**config.mk**
```make
export PLATFORM = sky130hd
export DESIGN_NAME = mmc_top
export DESIGN_NICKNAME = d
export VERILOG_FILES = /design/src/hw/mmc_pkg.sv /design/src/hw/mmc_cfg_if.sv /design/src/hw/mmc_decode.sv /design/src/hw/mmc_top.sv
export SDC_FILE = /design/constraint.sdc
export NUM_CORES = 1
export LEC_CHECK = 0
export ABC_CLOCK_PERIOD_IN_PS = 3300
export BUFFER_PORTS_ARGS = -buffer_cell sky130_fd_sc_hd__buf_2
export CAP_MARGIN = 20
export CORE_UTILIZATION = 28
export DETAILED_ROUTE_END_ITERATION = 8
export PLACE_DENSITY = 0.49
export SLEW_MARGIN = 15
export SYNTH_ARGS = -nofsm -noshare
export SYNTH_HDL_FRONTEND = slang
export SYNTH_SLANG_ARGS = --single-unit
```
**constraint.sdc**
```tcl
create_clock -name clk -period 3.3 [get_ports clk]
set_input_delay 0.165 -clock clk [delete_from_list [all_inputs] [get_ports clk]]
set_output_delay 0.165 -clock clk [all_outputs]
set_load 0.01 [all_outputs]
```
**src/hw/mmc_pkg.sv**
```systemverilog
/*
  Package for the memory map configuration block: register offsets, field
  positions, reset values and the memory region constants.
  Assumes nothing of its surroundings beyond a SystemVerilog compiler.
*/
package mmc_pkg;

  // I/O port offsets of the two encoding registers.
  localparam logic [8:0] MMC_OFS_ENC2   = 9'h0E0;
  localparam logic [8:0] MMC_OFS_ENC1   = 9'h0E1;
  // Extended setup space offsets.
  localparam logic [8:0] MMC_OFS_SIZE   = 9'h181;
  localparam logic [8:0] MMC_OFS_BANKEN = 9'h182;
  localparam logic [8:0] MMC_OFS_SPLHI  = 9'h183;
  localparam logic [8:0] MMC_OFS_WIN0   = 9'h184;

  // Reset values.
  localparam logic [7:0] MMC_RST_ENC1   = 8'hEB;
  localparam logic [7:0] MMC_RST_ENC2   = 8'hE2;
  localparam logic [7:0] MMC_RST_SIZE   = 8'h00;
  localparam logic [3:0] MMC_RST_BANKEN = 4'hF;
  localparam logic [7:0] MMC_RST_SPLHI  = 8'h00;
  localparam logic [5:0] MMC_RST_WIN0   = 6'h00;

  // Field positions in the first encoding register.
  localparam int MMC_B_PARITY_DIS = 0;
  localparam int MMC_B_SHADOW     = 1;
  localparam int MMC_B_SPLIT512   = 2;
  localparam int MMC_B_SPLIT_DIS  = 3;
  localparam int MMC_B_CODE_LO    = 4;
  localparam int MMC_B_CODE_HI    = 5;
  // Reserved bits of the second encoding register read as one.
  localparam logic [1:0] MMC_ENC2_RSVD = 2'h3;

  // Part size codes.
  localparam logic [1:0] MMC_SZ_256K = 2'h0;
  localparam logic [1:0] MMC_SZ_1M   = 2'h2;
  localparam logic [1:0] MMC_SZ_4M   = 2'h3;

  // Region boundaries, in 4 KB pages of the 32-bit address.
  localparam logic [19:0] MMC_PG_640K = 20'h000A0;
  localparam logic [19:0] MMC_PG_512K = 20'h00080;
  localparam logic [19:0] MMC_PG_ROM  = 20'h000E0;
  localparam logic [19:0] MMC_PG_1M   = 20'h00100;
  localparam logic [19:0] MMC_PG_256K = 20'h00040;
  localparam logic [19:0] MMC_PG_384K = 20'h00060;

  // Decode result kinds.
  typedef enum logic [4:0] {
    MMC_T_NONE  = 5'h01,
    MMC_T_RAM   = 5'h02,
    MMC_T_ROM   = 5'h04,
    MMC_T_CHAN  = 5'h08,
    MMC_T_SPLIT = 5'h10
  } mmc_target_t;

endpackage : mmc_pkg

```
**src/hw/mmc_cfg_if.sv**
```systemverilog
/*
  Interface carrying the decoded configuration from the register bank to
  the address decoder.
  Assumes both ends run on the same clock.
*/
`timescale 1ns/1ps
`default_nettype none
interface mmc_cfg_if;
  logic       shadow_rom_select;   // Reads of top ROM region go to ROM.
  logic       low_split_point_select; // One ends base RAM at 512K.
  logic       split_map_disable;   // One turns off the split region.
  logic [11:0] split_start;        // Split start address bits 31..20.
  logic [3:0] bank_en;             // Per bank enable.
  logic [7:0] part_size;           // Two bits per bank.
  logic [5:0] win0;                // Bank 0 base bits 25..20.
  logic [3:0] compat_lo;           // Compatibility-mode codes.
  modport bank (output shadow_rom_select, low_split_point_select, split_map_disable,
                output split_start, bank_en, part_size, win0, compat_lo);
  modport dec (input shadow_rom_select, low_split_point_select, split_map_disable,
               input split_start, bank_en, part_size, win0, compat_lo);
endinterface : mmc_cfg_if
`default_nettype wire

```
**src/hw/mmc_decode.sv**
```systemverilog
/*
  Combinational memory decoder: classifies one address against the current
  configuration and gives the bank hit.
  Assumes the configuration is stable around the sampling edge.
*/
`timescale 1ns/1ps
`default_nettype none
module mmc_decode
  import mmc_pkg::*;
(
  mmc_cfg_if.dec          cfg,
  input  wire logic [31:0] addr,
  input  wire logic        wr,
  output mmc_target_t      target,
  output logic [3:0]       bank_hit
);

  // Log2 of bank size in MB for a part code.
  function automatic logic [2:0] mmc_sz_sh(input logic [1:0] c);
    unique case (c)
      MMC_SZ_1M: mmc_sz_sh = 3'h2;
      MMC_SZ_4M: mmc_sz_sh = 3'h4;
      default:   mmc_sz_sh = 3'h0;
    endcase
  endfunction : mmc_sz_sh

  logic [19:0] pg;     // Address in 4 KB pages.
  logic [19:0] sp_pg;  // Split base in pages.
  logic [19:0] sp_len; // Split length in pages.
  logic [5:0]  win_m;  // Window base masked to alignment.
  logic [2:0]  sh0;    // Bank 0 size shift.

  assign pg    = addr[31:12];
  assign sp_pg = {cfg.split_start, 8'h00};
  assign sp_len = cfg.low_split_point_select ? MMC_PG_384K : MMC_PG_256K;
  assign sh0   = mmc_sz_sh(cfg.part_size[1:0]);
  assign win_m = cfg.win0 & ~((6'h01 << sh0) - 6'h01);

  // Region classification, re-evaluated on every address.
  always_comb begin
    target   = MMC_T_NONE;
    bank_hit = 4'h0;
    if (pg >= MMC_PG_ROM && pg < MMC_PG_1M) begin
      if (cfg.shadow_rom_select)
        target = wr ? MMC_T_RAM : MMC_T_ROM;
      else
        target = wr ? MMC_T_CHAN : MMC_T_RAM;
    end else if (pg < (cfg.low_split_point_select ? MMC_PG_512K : MMC_PG_640K)) begin
      target = MMC_T_RAM;
    end else if (!cfg.split_map_disable && pg >= sp_pg && pg < sp_pg + sp_len) begin
      target = MMC_T_SPLIT;
    end else if (cfg.bank_en[0] && pg >= MMC_PG_1M && addr[31:26] == 6'h00 &&
                 (addr[25:20] >> sh0) == (win_m >> sh0)) begin
      // The window only matches from MMC_PG_1M up, so it never claims
      // the hole between 512K and 640K or the ROM areas.
      target   = MMC_T_RAM;
      bank_hit = 4'h1;
    end
  end

endmodule : mmc_decode
`default_nettype wire

```
**src/hw/mmc_top.sv**
```systemverilog
/*
  Memory map configuration register bank with its address decoder.
  Holds the two I/O encoding registers and the extended setup registers,
  and classifies each CPU memory access from the current contents.
  Assumes a host bus strobe synchronous to clk, one access per strobe.
*/
`timescale 1ns/1ps
`default_nettype none
// Function
// Shadow on: reads ROM, writes RAM
// Shadow off: reads RAM, writes to channel
// Bit0 parity disable, bit1 shadow select
// Bit2 picks 640K or 512K end
// Bit3 zero maps split, one disables
// Encoding register one all RW, reset EB
// Split is 256K or 384K
// Second register low nibble gives A23..A20
// Extension register gives A31..A24, reset zero
// Compatibility codes decode per connector
// Other sizes: 00 enables, 11 disables bank
// Second register resets E2, bits 7:6 one
// Bank enable bits control banks 2,3
// Upper nibble revision, lower resets ones
// Size register two bits per bank
// Bank 0 window aligns by part size
// Window bits give base A25..A20
// Compatibility mapping of banks to connectors
// Host shadows ROM by set, copy, clear
// Host keeps split start nonzero and aligned
// Host puts larger parts in lower banks
// Host avoids overlapping bank windows
// Only the CPU reaches these registers
// Decode follows current registers every access
module mmc_top
  import mmc_pkg::*;
#(
  parameter logic [3:0] REVISION = 4'h1  // Arbitrary revision value.
) (
  input  wire logic        clk,
  input  wire logic        arst_n,
  input  wire logic        reg_sel,
  input  wire logic        reg_wr,
  input  wire logic        reg_is_cpu,
  input  wire logic        reg_ext,
  input  wire logic [8:0]  reg_addr,
  input  wire logic [7:0]  reg_wdata,
  output logic [7:0]       reg_rdata,
  output logic             reg_hit,
  input  wire logic        mem_req,
  input  wire logic        mem_wr,
  input  wire logic [31:0] mem_addr,
  output logic             mem_valid,
  output mmc_target_t      mem_target,
  output logic [3:0]       mem_bank,
  output logic             parity_check_enable_out,
  output logic [3:0]       bank_enable
);

  // Register state and next values.
  logic [7:0] enc1_r, enc1_nxt;    // Shadow and bank 0 encoding.
  logic [5:0] enc2_r, enc2_nxt;    // Split low and bank 1; bits 7:6 fixed.
  logic [7:0] size_r, size_nxt;    // Part size codes.
  logic [3:0] ben_r, ben_nxt;      // Banks 2 and 3 enables.
  logic [7:0] splhi_r, splhi_nxt;  // Split upper address bits.
  logic [5:0] win0_r, win0_nxt;    // Bank 0 window.
  logic [7:0] rdata_r, rdata_nxt;  // Read data.
  logic       hit_r, hit_nxt;      // Access claimed.
  logic       mv_r, mv_nxt;        // Decode valid.
  mmc_target_t tgt_r, tgt_nxt;     // Decode result.
  logic [3:0] mb_r, mb_nxt;        // Bank hit.
  logic       par_r, par_nxt;      // Parity check enable.
  logic [3:0] be_r, be_nxt;        // Bank enables.

  logic        acc;                // A CPU access to this bank.
  logic        all256;             // All banks carry 256K parts.
  logic [3:0]  ben_c;              // Combined enables.
  mmc_target_t dtgt;               // Decoder result.
  logic [3:0]  dbank;              // Decoder bank hit.

  mmc_cfg_if cfg ();

  // Channel masters and DMA never reach the registers.
  assign acc    = reg_sel && reg_is_cpu;
  assign all256 = (size_r == 8'h00);

  // Bank enable from the encoding codes and ben_r.  A 256K system follows the
  // connector view where bank 2 is the upper half of connector 1.
  always_comb begin
    ben_c = 4'h0;
    if (all256) begin
      ben_c[0] = (enc1_r[5:4] == 2'h0) || (enc1_r[5:4] == 2'h1);
      ben_c[2] = (enc1_r[5:4] == 2'h0);
      ben_c[1] = (enc2_r[5:4] != 2'h3) && (enc2_r[5:4] != 2'h2);
    end else begin
      ben_c[0] = (enc1_r[5:4] == 2'h0);
      ben_c[1] = (enc2_r[5:4] == 2'h0);
      ben_c[2] = (ben_r[1:0] == 2'h0);
    end
    ben_c[3] = (ben_r[3:2] == 2'h0);
  end

  assign cfg.shadow_rom_select      = enc1_r[MMC_B_SHADOW];
  assign cfg.low_split_point_select = enc1_r[MMC_B_SPLIT512];
  assign cfg.split_map_disable      = enc1_r[MMC_B_SPLIT_DIS];
  assign cfg.split_start = {splhi_r, enc2_r[3:0]};
  assign cfg.bank_en     = ben_c;
  assign cfg.part_size   = size_r;
  assign cfg.win0        = win0_r;
  assign cfg.compat_lo   = {enc2_r[5:4], enc1_r[5:4]};

  mmc_decode u_dec (
    .cfg      (cfg),
    .addr     (mem_addr),
    .wr       (mem_wr),
    .target   (dtgt),
    .bank_hit (dbank)
  );

  // Register writes and read mux.
  always_comb begin
    enc1_nxt  = enc1_r;
    enc2_nxt  = enc2_r;
    size_nxt  = size_r;
    ben_nxt   = ben_r;
    splhi_nxt = splhi_r;
    win0_nxt  = win0_r;
    rdata_nxt = rdata_r;
    hit_nxt   = 1'b0;
    if (acc) begin
      hit_nxt   = 1'b1;
      rdata_nxt = 8'h00;   // Unmapped offsets read zero and are not claimed.
      if (!reg_ext && reg_addr == MMC_OFS_ENC1) begin
        if (reg_wr) enc1_nxt = reg_wdata;
        rdata_nxt = enc1_r;
      end else if (!reg_ext && reg_addr == MMC_OFS_ENC2) begin
        if (reg_wr) enc2_nxt = reg_wdata[5:0];
        rdata_nxt = {MMC_ENC2_RSVD, enc2_r};
      end else if (reg_ext && reg_addr == MMC_OFS_SIZE) begin
        if (reg_wr) size_nxt = reg_wdata;
        rdata_nxt = size_r;
      end else if (reg_ext && reg_addr == MMC_OFS_BANKEN) begin
        if (reg_wr) ben_nxt = reg_wdata[3:0];
        rdata_nxt = {REVISION, ben_r};
      end else if (reg_ext && reg_addr == MMC_OFS_SPLHI) begin
        if (reg_wr) splhi_nxt = reg_wdata;
        rdata_nxt = splhi_r;
      end else if (reg_ext && reg_addr == MMC_OFS_WIN0) begin
        if (reg_wr) win0_nxt = reg_wdata[5:0];
        rdata_nxt = {2'h0, win0_r};
      end else begin
        hit_nxt = 1'b0;
      end
    end
  end

  // Decode result and static outputs, registered so outputs are flops.
  always_comb begin
    mv_nxt  = mem_req;
    tgt_nxt = mem_req ? dtgt : MMC_T_NONE;
    mb_nxt  = mem_req ? dbank : 4'h0;
    par_nxt = ~enc1_r[MMC_B_PARITY_DIS];
    be_nxt  = ben_c;
  end

  // Single state register bank.
  always_ff @(posedge clk or negedge arst_n) begin
    if (!arst_n) begin
      enc1_r  <= MMC_RST_ENC1;
      enc2_r  <= MMC_RST_ENC2[5:0];
      size_r  <= MMC_RST_SIZE;
      ben_r   <= MMC_RST_BANKEN;
      splhi_r <= MMC_RST_SPLHI;
      win0_r  <= MMC_RST_WIN0;
      rdata_r <= 8'h00;
      hit_r   <= 1'b0;
      mv_r    <= 1'b0;
      tgt_r   <= MMC_T_NONE;
      mb_r    <= 4'h0;
      par_r   <= 1'b0;
      be_r    <= 4'h0;
    end else begin
      enc1_r  <= enc1_nxt;
      enc2_r  <= enc2_nxt;
      size_r  <= size_nxt;
      ben_r   <= ben_nxt;
      splhi_r <= splhi_nxt;
      win0_r  <= win0_nxt;
      rdata_r <= rdata_nxt;
      hit_r   <= hit_nxt;
      mv_r    <= mv_nxt;
      tgt_r   <= tgt_nxt;
      mb_r    <= mb_nxt;
      par_r   <= par_nxt;
      be_r    <= be_nxt;
    end
  end

  assign reg_rdata  = rdata_r;
  assign reg_hit    = hit_r;
  assign mem_valid  = mv_r;
  assign mem_target = tgt_r;
  assign mem_bank   = mb_r;
  assign parity_check_enable_out = par_r;
  assign bank_enable = be_r;
endmodule : mmc_top
`default_nettype wire

```
==> results.md <==
* Status: finished, violations left
* Failing checks: DRC
* CP max FO at 3
* PortBufs at 65
* Largest net degree at the start of global routing at 35
* Synth top area cells: dfrtp_1, dfstp_2, mux2_2, ha_1, o21ai_0
* CP max-delay cell: dfstp_2
* DPL Wire Length at roughly 7000 um
* Die Height at 111 um
* # setup viols final at 0
* Overflow after GRT at 0
* Clock latency at the later pin of the worst-skew pair at 0.32 ns
* Die area at ~0.012 mm^2
* First-pass GRT wire length at 14600 um
* Post-layout min period at about 2.3 ns
* Crit Path Category: reg2reg
* Post-synth ARST share at 100%
* Final Hold Fails at 0
* Share of layout cells above drive strength 1 at a little under a third
* Synth area leader: dfrtp_1
* Worst vdd ir at between 0.0002 and 0.00025 V
* Via density at around 5.0
* CTS tree: done
* Startpoint types: register
* Met3 usage at roughly 3.2%
* CP arrival at 2.47 ns
* Die X-Extent at roughly 110 um
* Commonest non-fill, non-tap cell in the layout: buf_2
* # nets final at between 400 and 500
* Ys Warns at 0
* Starting Density at 29.0%
* Area Growth Syn to Fin at 23.3%
* RSZ-0062 raised after global routing: no
* Finished Cell Area at roughly 0.0041 mm^2
* Hold Crit Class: in2reg
* Endpoint class of the critical path: register
* Resized Gates After CTS at 0
* Distinct cells, synth at 61
* Most frequent cells in the layout: buf_2, dfrtp_1, o21ai_0
* Total core area at between 0.01 and 0.015 mm^2
* DRC Markers at 8
* # rows at 39
* Slew @ Worst Pin at 0.729 ns
* M1 GR Usage at between 20% and 30%
* Max-cap violations at 0
* Layer with the highest usage: met2
* Post-synthesis sequential area ratio at 46.0%
* Final worst-path cycle share at 68.7%
* Post-Route WL at ~9000 um
* Final Util at a little over a third
* Clock Path Buffers at 2
* First-pass DRT Iterations at 9
* Post-Synthesis Cells at between 300 and 400
* Post-synth EDFFs at 0
* IO Pins at just over 80
* # H-tree levels at 3
* Syn avg cell area at 10.1 um^2
* CTS Root Cell: clkbuf_16
* CTS buffer count at 9
* Clk slew on worst S/H paths at 0.05 ns
* Sum Neg Setup Slack at 0 ns
* Final hold slack at approximately 0.032 ns
* Fmax at between 400 and 500 MHz
* Synthesis-stage register bit count at 61
* Slew margin rel. at between 50% and 60%
* RD Place Congestion at just under 0.9
* DR WL/cell at between 15 and 20 um
* Pwr/cell area at 464 mW/mm^2
* Met2 Usage GRT at between 20 and 25%
* Mapped Area at approximately 0.0034 mm^2
* Antenna diodes at 0
* DR vias at around 2700
* Antenna violations before repair at 0
* Primary FF master, synth: dfrtp_1
* Top-area cell type share of the netlist area at 35.8%
* Initial DRC Count at between 150 and 200
* Static leakage at between 0.0015 and 0.002 uW
* Highest cell delay on the worst timing path at 0.54 ns
* CTS sink count at a little over 60
* Number of global-route vias before repair at 2702
* WP data required at between 3 and 4 ns
* Remaining antenna violation count at 0
* Slew Limit Fails at 0
* Total GRT Usage at 15.3%
* Post-DP Area at between 0.003 and 0.004 mm^2
* Worst-path cell chain: inv_1 -> ha_1 -> nand2_1 -> nor4_1 -> nand4_1 -> a221oi_1 -> nor3_1 -> o221a_2
* Clk_skew at between 0.003 and 0.004 ns
## flip-flops by register name, indices dropped and copies added (netlist names)
signal,count
parity_check_enable_out,1
enc1_r,8
splhi_r,8
reg_rdata,8
mem_valid,1
mem_target,5
reg_hit,1
mem_bank,1
bank_enable,4
cfg.part_size,8
ben_r,4
cfg.win0,6
enc2_r,6
## worst max-delay path, delay by kind of cell (launching register included)
family	cells	cell delay, ns
simple gates	4	0.60
fa+ha+maj	1	0.33
buf+inv	1	0.07
compound gates	2	0.62
flops	1	0.54
## synthesized netlist by cell type (2+ instances only)
cell type and instances:
dfrtp_1 48, o21ai_0 33, nand2_1 32, nor2_1 19, mux2_2 18, inv_1 17, ha_1 15, a21oi_1 13
dfstp_2 13, nor3_1 12, mux2i_1 9, mux2_1 8, xnor2_1 6, and3_1 5, nand3_1 5, nand4_1 5
buf_4 4, clkbuf_1 4, nand2b_1 4, nor4_1 4, a31oi_1 3, buf_2 3, or3_1 3, a211o_1 2
a21o_1 2, and2_1 2, and4bb_2 2, nand4b_1 2, nor2_4 2, nor4bb_1 2, o22ai_1 2, o2bb2ai_1 2
o311ai_0 2
## worst paths after layout
| check | from | endpoint | slack, ns | cells past startpoint |
|---|---|---|---|---|
| min in group asynchronous | arst_n | mem_target[4] | 0.38 | 2 |
| max in group asynchronous | arst_n | enc2_r[1] | 2.00 | 3 |
| worst max register to register | enc2_r[1] | mem_target[1] | 1.03 | 8 |
| worst max-delay path | enc2_r[1] | mem_target[1] | 1.03 | 8 |
| worst min-delay path | mem_req | mem_valid | 0.03 | 1 |
| worst min register to register | enc1_r[0] | parity_check_enable_out | 0.45 | 1 |
## routing by layer
layer,vias up,routed length [um]
li1,1327,-
met1,1317,4190
met2,82,4160
met3,9,500
met4,0,119
met5,-,0
## report_power, final
part,switching (uW),internal [uW],total (uW)
Combinational,89.7,52.4,142
Sequential,4.53,759,764
Clock,312,699,1010
Total,407,1510,1920
## what timing repair did
item	CTS	global route
endpoints found under the setup margin	0	0
buffers inserted	0	0
hold endpoints to repair	19	0
hold buffers	1	0
## metrics by stage
step | worst slack, ns | instances | power (uW)
after floorplan | 1.43 | 333 | 838
after CTS | 1.04 | 546 | 1940
after global placement | 0.977 | 529 | 917
after detailed placement | 0.983 | 529 | 918
after global routing | 0.877 | 546 | 2000
final | 1.03 | 546 | 1920
## cell type report
cell class              count  area, um^2
clock buffers              12         256
multi-input cells         242        1680
clock inverters             4        70.1
flip-flops and latches     61        1540
inverters                  17        63.8
repair buffers             67         343
fillers                  1175        7430
well taps                 143         179
## cell families (layout without fill, tap and decap cells)
| group | count (synthesis) | count (layout) | share of synthesized area [%] |
|---|---|---|---|
| other cells | 1 | 3 | 0.112 |
| fa+ha+maj | 15 | 15 | 5.59 |
| compound gates | 72 | 72 | 13.1 |
| buf+inv | 30 | 100 | 4.14 |
| simple gates | 111 | 111 | 18.1 |
| flops | 61 | 61 | 46.0 |
| mux | 35 | 35 | 11.4 |
| xor+xnor | 6 | 6 | 1.57 |
Power figures use the tool's default switching activity.
